--- src/rish_pkg.sv ---
// Constants and types shared by the reference switch and holdover logic
package rish_pkg;

    // Selection mode codes
    localparam logic [1:0] RISH_MODE_MANUAL = 2'h0;
    localparam logic [1:0] RISH_MODE_AUTO = 2'h1;
    localparam logic [1:0] RISH_MODE_SHORT_HOLD = 2'h2;
    localparam logic [1:0] RISH_MODE_AUTO_HOLD = 2'h3;

    // Bit of the mode field that marks an automatic mode
    localparam int RISH_MODE_AUTO_BIT = 0;

    // Manual reference choice codes (upper two are reserved)
    localparam logic [1:0] RISH_SEL_INPUT0 = 2'h0;
    localparam logic [1:0] RISH_SEL_INPUT1 = 2'h1;

    // Priority codes
    localparam logic [1:0] RISH_PRIO_NEVER = 2'h0;

    // Reset values of the configuration fields
    localparam logic [1:0] RISH_MODE_RST = RISH_MODE_MANUAL;
    localparam logic [1:0] RISH_SEL_RST = RISH_SEL_INPUT0;
    localparam logic [7:0] RISH_HCNT_RST = 8'h80;
    localparam logic [1:0] RISH_TDIV_RST = 2'h0;
    localparam logic [1:0] RISH_PRIO0_RST = 2'h3;
    localparam logic [1:0] RISH_PRIO1_RST = 2'h2;
    localparam logic RISH_REVERTIVE_SWITCH_ENABLE_RST = 1'b0;

    // Smallest tick divider exponent, for divider code 00
    localparam int RISH_TICK_LOG2_MIN = 15;
    // Divider codes add at most this much to the exponent
    localparam int RISH_TICK_LOG2_SPAN = 3;

    // Hold-off counter figures
    localparam logic [7:0] RISH_HCNT_ONE = 8'h01;
    localparam logic [7:0] RISH_HCNT_ZERO = 8'h00;

    // Automatic selection state machine, Gray coded along the path
    typedef enum logic [1:0] {
        RISH_ST_TRACK = 2'b00,
        RISH_ST_HOLDOFF = 2'b01,
        RISH_ST_FAILOVER = 2'b11
    } rish_state_t;

endpackage

--- src/rish_tick_div.sv ---
// Power-of-two tick divider for the hold-off counter
module rish_tick_div
    import rish_pkg::*;
#(
    parameter int BASE_LOG2 = RISH_TICK_LOG2_MIN
) (
    input wire logic clk, // VCXO-derived clock
    input wire logic reset, // Asynchronous, active high
    input wire logic run, // Count while high, clear while low
    input wire logic [1:0] div_code, // Exponent above the base
    output logic tick_q // One-cycle tick
);

    localparam int CNT_W = BASE_LOG2 + RISH_TICK_LOG2_SPAN;

    logic [CNT_W-1:0] cnt_q;
    logic [CNT_W-1:0] span;
    logic [CNT_W-1:0] limit;
    logic at_limit;

    // Period is 2^(base + code) clocks; top code wraps span to zero,
    // leaving limit all ones, which is still the right period
    always_comb begin
        span = CNT_W'(1) << (BASE_LOG2 + int'(div_code));
        limit = span - CNT_W'(1);
        at_limit = (cnt_q >= limit);
    end

    // Cleared while idle so every hold-off starts a full tick period
    always_ff @(posedge clk or posedge reset) begin
        if (reset) begin
            cnt_q <= '0;
        end else if (!run || at_limit) begin
            cnt_q <= '0;
        end else begin
            cnt_q <= cnt_q + CNT_W'(1);
        end
    end

    always_ff @(posedge clk or posedge reset) begin
        if (reset) begin
            tick_q <= 1'b0;
        end else begin
            tick_q <= run && at_limit;
        end
    end
endmodule

--- src/rish_ref_switch.sv ---
// Reference input selection with automatic failover and hold-off
// Function
// - Mode 00 manual, 01 automatic, 10 short holdover, 11 automatic holdover.
// - Modes 00 and 10 route the manually chosen input to the PLL.
// - Automatic modes pick the reference from loss flags and priorities.
// - A pin-requested selection overrides every mode-derived selection.
// - Manual choice 00 picks input 0, 01 input 1; 10, 11 reserved.
// - Automatic modes ignore the manual choice field.
// - With holdover, failover happens when the hold-off counter reaches zero.
// - The hold-off countdown starts on loss of the selected reference.
// - Counter drops once per divided-clock tick; delay is count times tick, one tick for count 0.
// - Counter reloads from the programmed value after each zero transition.
// - Eight-bit hold-off count resets to 0x80, used only in mode 11.
// - Priority 00 never selected, 11 highest; ties favour input 0. The logic only never switches to it; a selected input set to 00 stays.
// - Revertive switch only when re-validated input outranks current one.
module rish_ref_switch
    import rish_pkg::*;
#(
    parameter int TICK_LOG2_BASE = RISH_TICK_LOG2_MIN
) (
    input wire logic CLK_SYS, // VCXO-derived clock
    input wire logic RESET, // Asynchronous, active high
    input wire logic CFG_WR, // Load all configuration fields
    input wire logic [1:0] CFG_MODE, // Selection mode
    input wire logic [1:0] CFG_MANUAL_SEL, // Manual reference choice
    input wire logic [7:0] CFG_HOLDOFF_COUNT, // Hold-off count
    input wire logic [1:0] CFG_TICK_DIV, // Hold-off tick divider
    input wire logic [1:0] CFG_PRIO0, // Input 0 priority
    input wire logic [1:0] CFG_PRIO1, // Input 1 priority
    input wire logic CFG_REVERT_EN, // Revertive switching enable
    input wire logic [1:0] LOS, // Loss-of-signal per input
    input wire logic PIN_SEL_EN, // Pin selection request
    input wire logic PIN_SEL, // Input requested by the pins
    output logic REF_SEL, // Input routed to the PLL
    output logic REF_USABLE, // Routed input has no loss
    output logic HOLDOFF_ACTIVE, // Hold-off countdown running
    output logic [7:0] HOLDOFF_REMAIN, // Hold-off counter value
    output logic SWITCH_PULSE, // Automatic switch happened
    output logic [1:0] MODE_RB, // Mode readback
    output logic [7:0] HOLDOFF_COUNT_RB // Hold-off count readback
);

    // Configuration registers
    logic [1:0] mode_q;
    logic [1:0] man_sel_q;
    logic [7:0] hcnt_cfg_q;
    logic [1:0] tdiv_q;
    logic [1:0] prio0_q;
    logic [1:0] prio1_q;
    logic revertive_switch_enable_q;

    // Automatic selection state
    rish_state_t state_q;
    logic auto_sel_q;
    logic [7:0] hcnt_q;
    logic switch_q;
    logic [1:0] los_prev_q;
    logic hold_q;

    // Selection outputs
    logic ref_sel_q;
    logic ref_usable_q;

    logic tick;
    logic [1:0] best;
    logic best_ok;
    logic best_idx;
    logic cur_lost;
    logic other;
    logic reval_other;
    logic outranks;
    logic eff_sel;
    logic is_auto;

    // Returns {usable, index}; ties go to input 0
    function automatic logic [1:0] best_ref(input logic [1:0] los,
                                            input logic [1:0] p0,
                                            input logic [1:0] p1);
        logic ok0;
        logic ok1;
        ok0 = !los[0] && (p0 != RISH_PRIO_NEVER);
        ok1 = !los[1] && (p1 != RISH_PRIO_NEVER);
        if (ok0 && (!ok1 || p0 >= p1)) begin
            best_ref = {1'b1, 1'b0};
        end else if (ok1) begin
            best_ref = {1'b1, 1'b1};
        end else begin
            best_ref = {1'b0, 1'b0};
        end
    endfunction

    function automatic logic [1:0] prio_of(input logic idx,
                                           input logic [1:0] p0,
                                           input logic [1:0] p1);
        prio_of = idx ? p1 : p0;
    endfunction

    always_ff @(posedge CLK_SYS or posedge RESET) begin
        if (RESET) begin
            mode_q <= RISH_MODE_RST;
            man_sel_q <= RISH_SEL_RST;
            hcnt_cfg_q <= RISH_HCNT_RST;
            tdiv_q <= RISH_TDIV_RST;
            prio0_q <= RISH_PRIO0_RST;
            prio1_q <= RISH_PRIO1_RST;
            revertive_switch_enable_q <= RISH_REVERTIVE_SWITCH_ENABLE_RST;
        end else if (CFG_WR) begin
            mode_q <= CFG_MODE;
            man_sel_q <= CFG_MANUAL_SEL;
            hcnt_cfg_q <= CFG_HOLDOFF_COUNT;
            tdiv_q <= CFG_TICK_DIV;
            prio0_q <= CFG_PRIO0;
            prio1_q <= CFG_PRIO1;
            revertive_switch_enable_q <= CFG_REVERT_EN;
        end
    end

    rish_tick_div #(
        .BASE_LOG2(TICK_LOG2_BASE)
    ) u_tick (
        .clk(CLK_SYS),
        .reset(RESET),
        .run(state_q == RISH_ST_HOLDOFF),
        .div_code(tdiv_q),
        .tick_q(tick)
    );

    always_comb begin
        best = best_ref(LOS, prio0_q, prio1_q);
        best_ok = best[1];
        best_idx = best[0];
        cur_lost = LOS[auto_sel_q];
        other = !auto_sel_q;
        // A loss flag falling on the idle input marks it re-validated
        reval_other = los_prev_q[other] && !LOS[other];
        outranks = prio_of(other, prio0_q, prio1_q) >
                   prio_of(auto_sel_q, prio0_q, prio1_q);
        is_auto = mode_q[RISH_MODE_AUTO_BIT];
    end

    always_ff @(posedge CLK_SYS or posedge RESET) begin
        if (RESET) begin
            los_prev_q <= '0;
        end else begin
            los_prev_q <= LOS;
        end
    end

    // Automatic selection state machine
    always_ff @(posedge CLK_SYS or posedge RESET) begin
        if (RESET) begin
            state_q <= RISH_ST_TRACK;
            auto_sel_q <= 1'b0;
            hcnt_q <= RISH_HCNT_RST;
            switch_q <= 1'b0;
            hold_q <= 1'b0;
        end else begin
            switch_q <= 1'b0;
            case (state_q)
                RISH_ST_TRACK: begin
                    hcnt_q <= hcnt_cfg_q;
                    if (!is_auto) begin
                        auto_sel_q <= auto_sel_q;
                    end else if (cur_lost &&
                                 mode_q == RISH_MODE_AUTO_HOLD) begin
                        state_q <= RISH_ST_HOLDOFF;
                        hold_q <= 1'b1;
                    end else if (cur_lost) begin
                        if (best_ok && best_idx != auto_sel_q) begin
                            auto_sel_q <= best_idx;
                            switch_q <= 1'b1;
                        end
                    end else if (revertive_switch_enable_q && reval_other && outranks &&
                                 prio_of(other, prio0_q, prio1_q) !=
                                 RISH_PRIO_NEVER) begin
                        auto_sel_q <= other;
                        switch_q <= 1'b1;
                    end
                end
                RISH_ST_HOLDOFF: begin
                    // Leaving mode 11 or getting the signal back aborts
                    if (mode_q != RISH_MODE_AUTO_HOLD || !cur_lost) begin
                        state_q <= RISH_ST_TRACK;
                        hcnt_q <= hcnt_cfg_q;
                        hold_q <= 1'b0;
                    end else if (tick) begin
                        if (hcnt_q <= RISH_HCNT_ONE) begin
                            hcnt_q <= hcnt_cfg_q;
                            state_q <= RISH_ST_FAILOVER;
                            hold_q <= 1'b0;
                        end else begin
                            hcnt_q <= hcnt_q - RISH_HCNT_ONE;
                        end
                    end
                end
                RISH_ST_FAILOVER: begin
                    state_q <= RISH_ST_TRACK;
                    if (best_ok && best_idx != auto_sel_q) begin
                        auto_sel_q <= best_idx;
                        switch_q <= 1'b1;
                    end
                end
                default: begin
                    state_q <= RISH_ST_TRACK;
                    hold_q <= 1'b0;
                    hcnt_q <= hcnt_cfg_q;
                end
            endcase
        end
    end

    // Pins first, then the manual field, then the state machine
    always_comb begin
        if (PIN_SEL_EN) begin
            eff_sel = PIN_SEL;
        end else if (!is_auto) begin
            eff_sel = (man_sel_q == RISH_SEL_INPUT1);
        end else begin
            eff_sel = auto_sel_q;
        end
    end

    always_ff @(posedge CLK_SYS or posedge RESET) begin
        if (RESET) begin
            ref_sel_q <= 1'b0;
            ref_usable_q <= 1'b0;
        end else begin
            ref_sel_q <= eff_sel;
            ref_usable_q <= !LOS[eff_sel];
        end
    end

    assign REF_SEL = ref_sel_q;
    assign REF_USABLE = ref_usable_q;
    assign HOLDOFF_ACTIVE = hold_q;
    assign HOLDOFF_REMAIN = hcnt_q;
    assign SWITCH_PULSE = switch_q;
    assign MODE_RB = mode_q;
    assign HOLDOFF_COUNT_RB = hcnt_cfg_q;
endmodule

--- config.mk ---
export PLATFORM = sky130hd
export DESIGN_NAME = rish_ref_switch
export DESIGN_NICKNAME = d
export VERILOG_FILES = /design/src/rish_pkg.sv /design/src/rish_tick_div.sv /design/src/rish_ref_switch.sv
export SDC_FILE = /design/constraint.sdc
export NUM_CORES = 1
export LEC_CHECK = 0
export ABC_AREA = 1
export BUFFER_PORTS_ARGS = -buffer_cell sky130_fd_sc_hd__buf_2
export CORE_AREA = 2 2 80 82
export CTS_CLUSTER_DIAMETER = 150
export DETAILED_ROUTE_END_ITERATION = 12
export DIE_AREA = 0 0 82 84
export PLACE_DENSITY = 0.75
export SLEW_MARGIN = 20
export SYNTH_ARGS = -nofsm -noshare
export SYNTH_HDL_FRONTEND = slang
export SYNTH_SLANG_ARGS = --single-unit
--- constraint.sdc ---
create_clock -name CLK_SYS -period 2.2 [get_ports CLK_SYS]
set_input_delay 0.11 -clock CLK_SYS [delete_from_list [all_inputs] [get_ports CLK_SYS]]
set_output_delay 0.11 -clock CLK_SYS [all_outputs]
set_load 0.005 [all_outputs]
==> summary.txt <==
Status
  • Status: complete, no violations

Global route
  • Total track usage: between 20% and 30%
  • Largest net degree at the start of global routing: 56
  • Global-route wire length before repair: 12410 microns
  • Initial antenna violation count: 0
  • GR Overflow Total: 0
  • Vias in the first global route: slightly below 3000

Routing
  • Post-route antenna net violation count: 0
  • Routed len/inst: 12.21 microns
  • DRC viols: 0
  • Routed vias: between 2000 and 3000
  • Initial detailed-routing violation count: around 130
  • Routed vias/inst: 5.083
  • First drt pass iteration count: 4
  • Routed WL: between 7000 and 8000 microns

Clock network
  • TritonCTS clock tree: built
  • CTS Root Cell: clkbuf_8
  • H-tree levels: 2
  • Reg clk slew, reported paths: around 0.10 ns
  • Worst-Skew Late Latency: around 0.32 ns
  • TritonCTS Sinks: 55
  • Clock Path Buffers: 2
  • Post-cts resize count: 0
  • Number of buffers created by CTS: 5

Placed design
  • IO Port Bufs: between 40 and 50
  • Placed inst area: ~3700 sq um
  • DP HPWL: slightly above 5000 microns
  • Gpl congestion: about 0.84

Die
  • Core area: around 6000 sq um
  • DIE AREA: a little under 7000 sq um
  • Die W: between 80 and 90 microns
  • Die extent in y: ~84 microns
  • # rows: 29
  • Top Ports: 48
  • Starting Density: ~55%

Synthesis
  • Sequential share of the synthesized area: 41.40%
  • Post-Syn Instances: 426
  • Yosys warnings: 0
  • Number of distinct library cells after synthesis: 36
  • Post-synth EDFFs: 0
  • Post-synthesis cell area: 3339 sq um
  • Seq cells post-synth: 55
  • Post-synth top flop: dfrtp_1
  • Post-synth ARST share: 100.0%
  • Post-Syn Area per Cell: 7.839 sq um

STA
  • Normalized max-slew margin: 53.57%
  • Tcrit/Tclk final: 83.64%
  • Worst Clk Skew: approximately 0.013 ns
  • Tightest Pin Transition: between 0.6 and 0.7 ns
  • Final setup fails: 0
  • Sum Neg Setup Slack: 0 ns
  • Hold Slack: roughly 0.0080 ns
  • Max Freq: 543.5 MHz
  • Max Slew Vio Count: 0
  • RSZ-0062 raised after global routing: no
  • Hold Vio Cnt, Final: 0
  • Min Tclk post-route: 1.840 ns

Critical path
  • Crit path from: auto_sel_q$_DFFE_PP0P_
  • Critical Path RT: 2.42 ns
  • Critical path's top delay family: simple AND/OR/NAND/NOR gates
  • CP Data Arrival Time: 2.06 ns
  • Worst path max stage delay: 0.47 ns
  • Flop-to-flop setup slack: approximately 0.36 ns
  • Crit-path most repeated cell: nand2_1
  • Buf/Inv on CP: 1
  • CP Capture Type: flip-flop
  • Crit path cell chain: inv_1 > nand2_1 > nand2_1 > ha_1 > a21oi_1 > nand3_1 > nor2_1 > nand2_1 > nand2_1 > nand2_1 > nand3_1 > nand2_1
  • Worst r2r src: auto_sel_q$_DFFE_PP0P_
  • Reg-to-Reg End: auto_sel_q$_DFFE_PP0P_
  • Worst r2r path cells: 12
  • Critical Setup Path Class: reg2reg
  • Crit-path max FO: 8
  • Worst Setup Start Kind: flip-flop
  • Slowest cell on crit path: dfrtp_1

Layout
  • FILL cells: around 550
  • Post-route cell area: 3915 sq um
  • Largest register FFs: 18
  • P&R area growth vs syn: 17.23%
  • Register name with the most flops: u_tick.cnt_q
  • Layout cells sized above 1: a little under a fifth
  • Final nets: around 550
  • ANT cells: 0

Power and ir drop
  • PD cells: approximately 730 nW/um^2
  • Leakage: about 2.0 nW
  • Peak VDD IR: just over 0.0006 V
  • Design Power: between 2 and 3 mW

Worst hold path
  • Hold_sp: CFG_REVERT_EN
  • Hold endpoint: revertive_switch_enable_q$_DFFE_PP0P_
  • Hold path depth: 3
  • Worst Hold Class: in2reg

Job
  • # Max-Cap Violations: 0
placed cells by master, fill, tap and decap left out, types with 2 or more instances in the layout:
| master | Yosys | layout |
|---|---|---|
| nand2_2 | 3 | 3 |
| inv_1 | 55 | 54 |
| o21ai_0 | 23 | 23 |
| nand4_1 | 7 | 7 |
| buf_2 | 2 | 47 |
| nor3_1 | 7 | 7 |
| nand2_1 | 117 | 117 |
| a21oi_1 | 11 | 11 |
| dlygate4sd3_1 | 0 | 12 |
| nor2_1 | 44 | 44 |
| clkbuf_8 | 0 | 7 |
| nor2_4 | 2 | 2 |
| dfrtp_1 | 50 | 50 |
| nand3_2 | 9 | 9 |
| dfstp_2 | 5 | 5 |
| mux2_2 | 3 | 3 |
| nand3_1 | 24 | 24 |
| xor2_1 | 9 | 9 |
| inv_2 | 1 | 2 |
| ha_1 | 25 | 25 |
| buf_4 | 0 | 2 |
| xnor2_1 | 4 | 4 |
| o21ai_1 | 3 | 3 |
| o21ai_2 | 4 | 4 |
| conb_1 | 1 | 12 |
layer usage:
layer	global-route usage (%)	vias up	part of all wire, %
li1	-	1493	-
met1	29.30	1353	46
met3	3.896	18	4.0
met4	6.515	0	2.1
met5	0	-	0
met2	38.06	64	48
metrics by stage:
| step | worst slack [ns] | instances | utilization [%] |
|---|---|---|---|
| CTS | 0.3617 | 576 | 64.22 |
| global route | 0.1379 | 576 | 64.22 |
| global placement | 0.4091 | 556 | 60.55 |
| detailed placement | 0.3859 | 556 | 60.55 |
| finish | 0.3600 | 576 | 64.22 |
| floorplan | 0.5408 | 437 | - |
worst max path at each step:
stage / slack (ns) / cells past startpoint / to
global placement: 0.41 / 12 / auto_sel_q$_DFFE_PP0P_
finish: 0.36 / 12 / auto_sel_q$_DFFE_PP0P_
CTS: 0.36 / 7 / u_tick.cnt_q[16]$_DFF_PP0_
floorplan: 0.54 / 11 / auto_sel_q$_DFFE_PP0P_
detailed placement: 0.39 / 10 / u_tick.cnt_q[11]$_DFF_PP0_
global route: 0.14 / 11 / SWITCH_PULSE$_DFF_PP0_
worst register-to-register path: cells and delay by family (launching register included):
kind,cells,cell delay [ns]
and+or+nand+nor,9,0.67
DFF,1,0.47
adders and majority gates,1,0.32
AOI/OAI and AO/OA,1,0.16
buffers and inverters,1,0.14
cell type report:
type / count / area [sq um] / area share (%)
clock buffers: 7 / 96.34 / 2.461
clock inverters: 1 / 7.507 / 0.1918
flip-flops and latches: 55 / 1383 / 35.31
inverters: 57 / 214.0 / 5.465
repair buffers: 61 / 370.4 / 9.460
well taps: 77 / 96.34 / 2.461
multi-input cells: 318 / 1748 / 44.65
synth_stat cells, types with 3 or more instances:
master,number,area (sq um)
a21oi_1,11,55.05
clkbuf_1,4,15.01
dfrtp_1,50,1251
dfstp_2,5,131.4
ha_1,25,312.8
inv_1,55,206.5
mux2_2,3,33.78
nand2_1,117,439.2
nand2_2,3,18.77
nand3_1,24,120.1
nand3_2,9,90.09
nand4_1,7,43.79
nor2_1,44,165.2
nor3_1,7,35.03
o21ai_0,23,115.1
o21ai_1,3,15.01
o21ai_2,4,35.03
xnor2_1,4,35.03
xor2_1,9,78.83
report_power, final:
group          leakage, nW  internal, mW  switching, mW
logic                 1.30         0.367          0.600
clock network       0.0505         0.287          0.339
registers            0.693          1.15          0.131
cell families after synthesis:
logic type / synth area share [%]
buffers and inverters: 7.493
xor gates and xnor gates: 3.410
AOI/OAI and AO/OA: 7.981
muxes: 1.012
other: 0.1123
and+or+nand+nor: 29.22
DFF: 41.40
adders and majority gates: 9.367
what timing repair did:
| item | in CTS | in global routing |
|---|---|---|
| setup buffers | 0 | 0 |
| hold buffers | 12 | 0 |
| hold endpoints to repair | 26 | 0 |
Power figures use the tool's default switching activity.
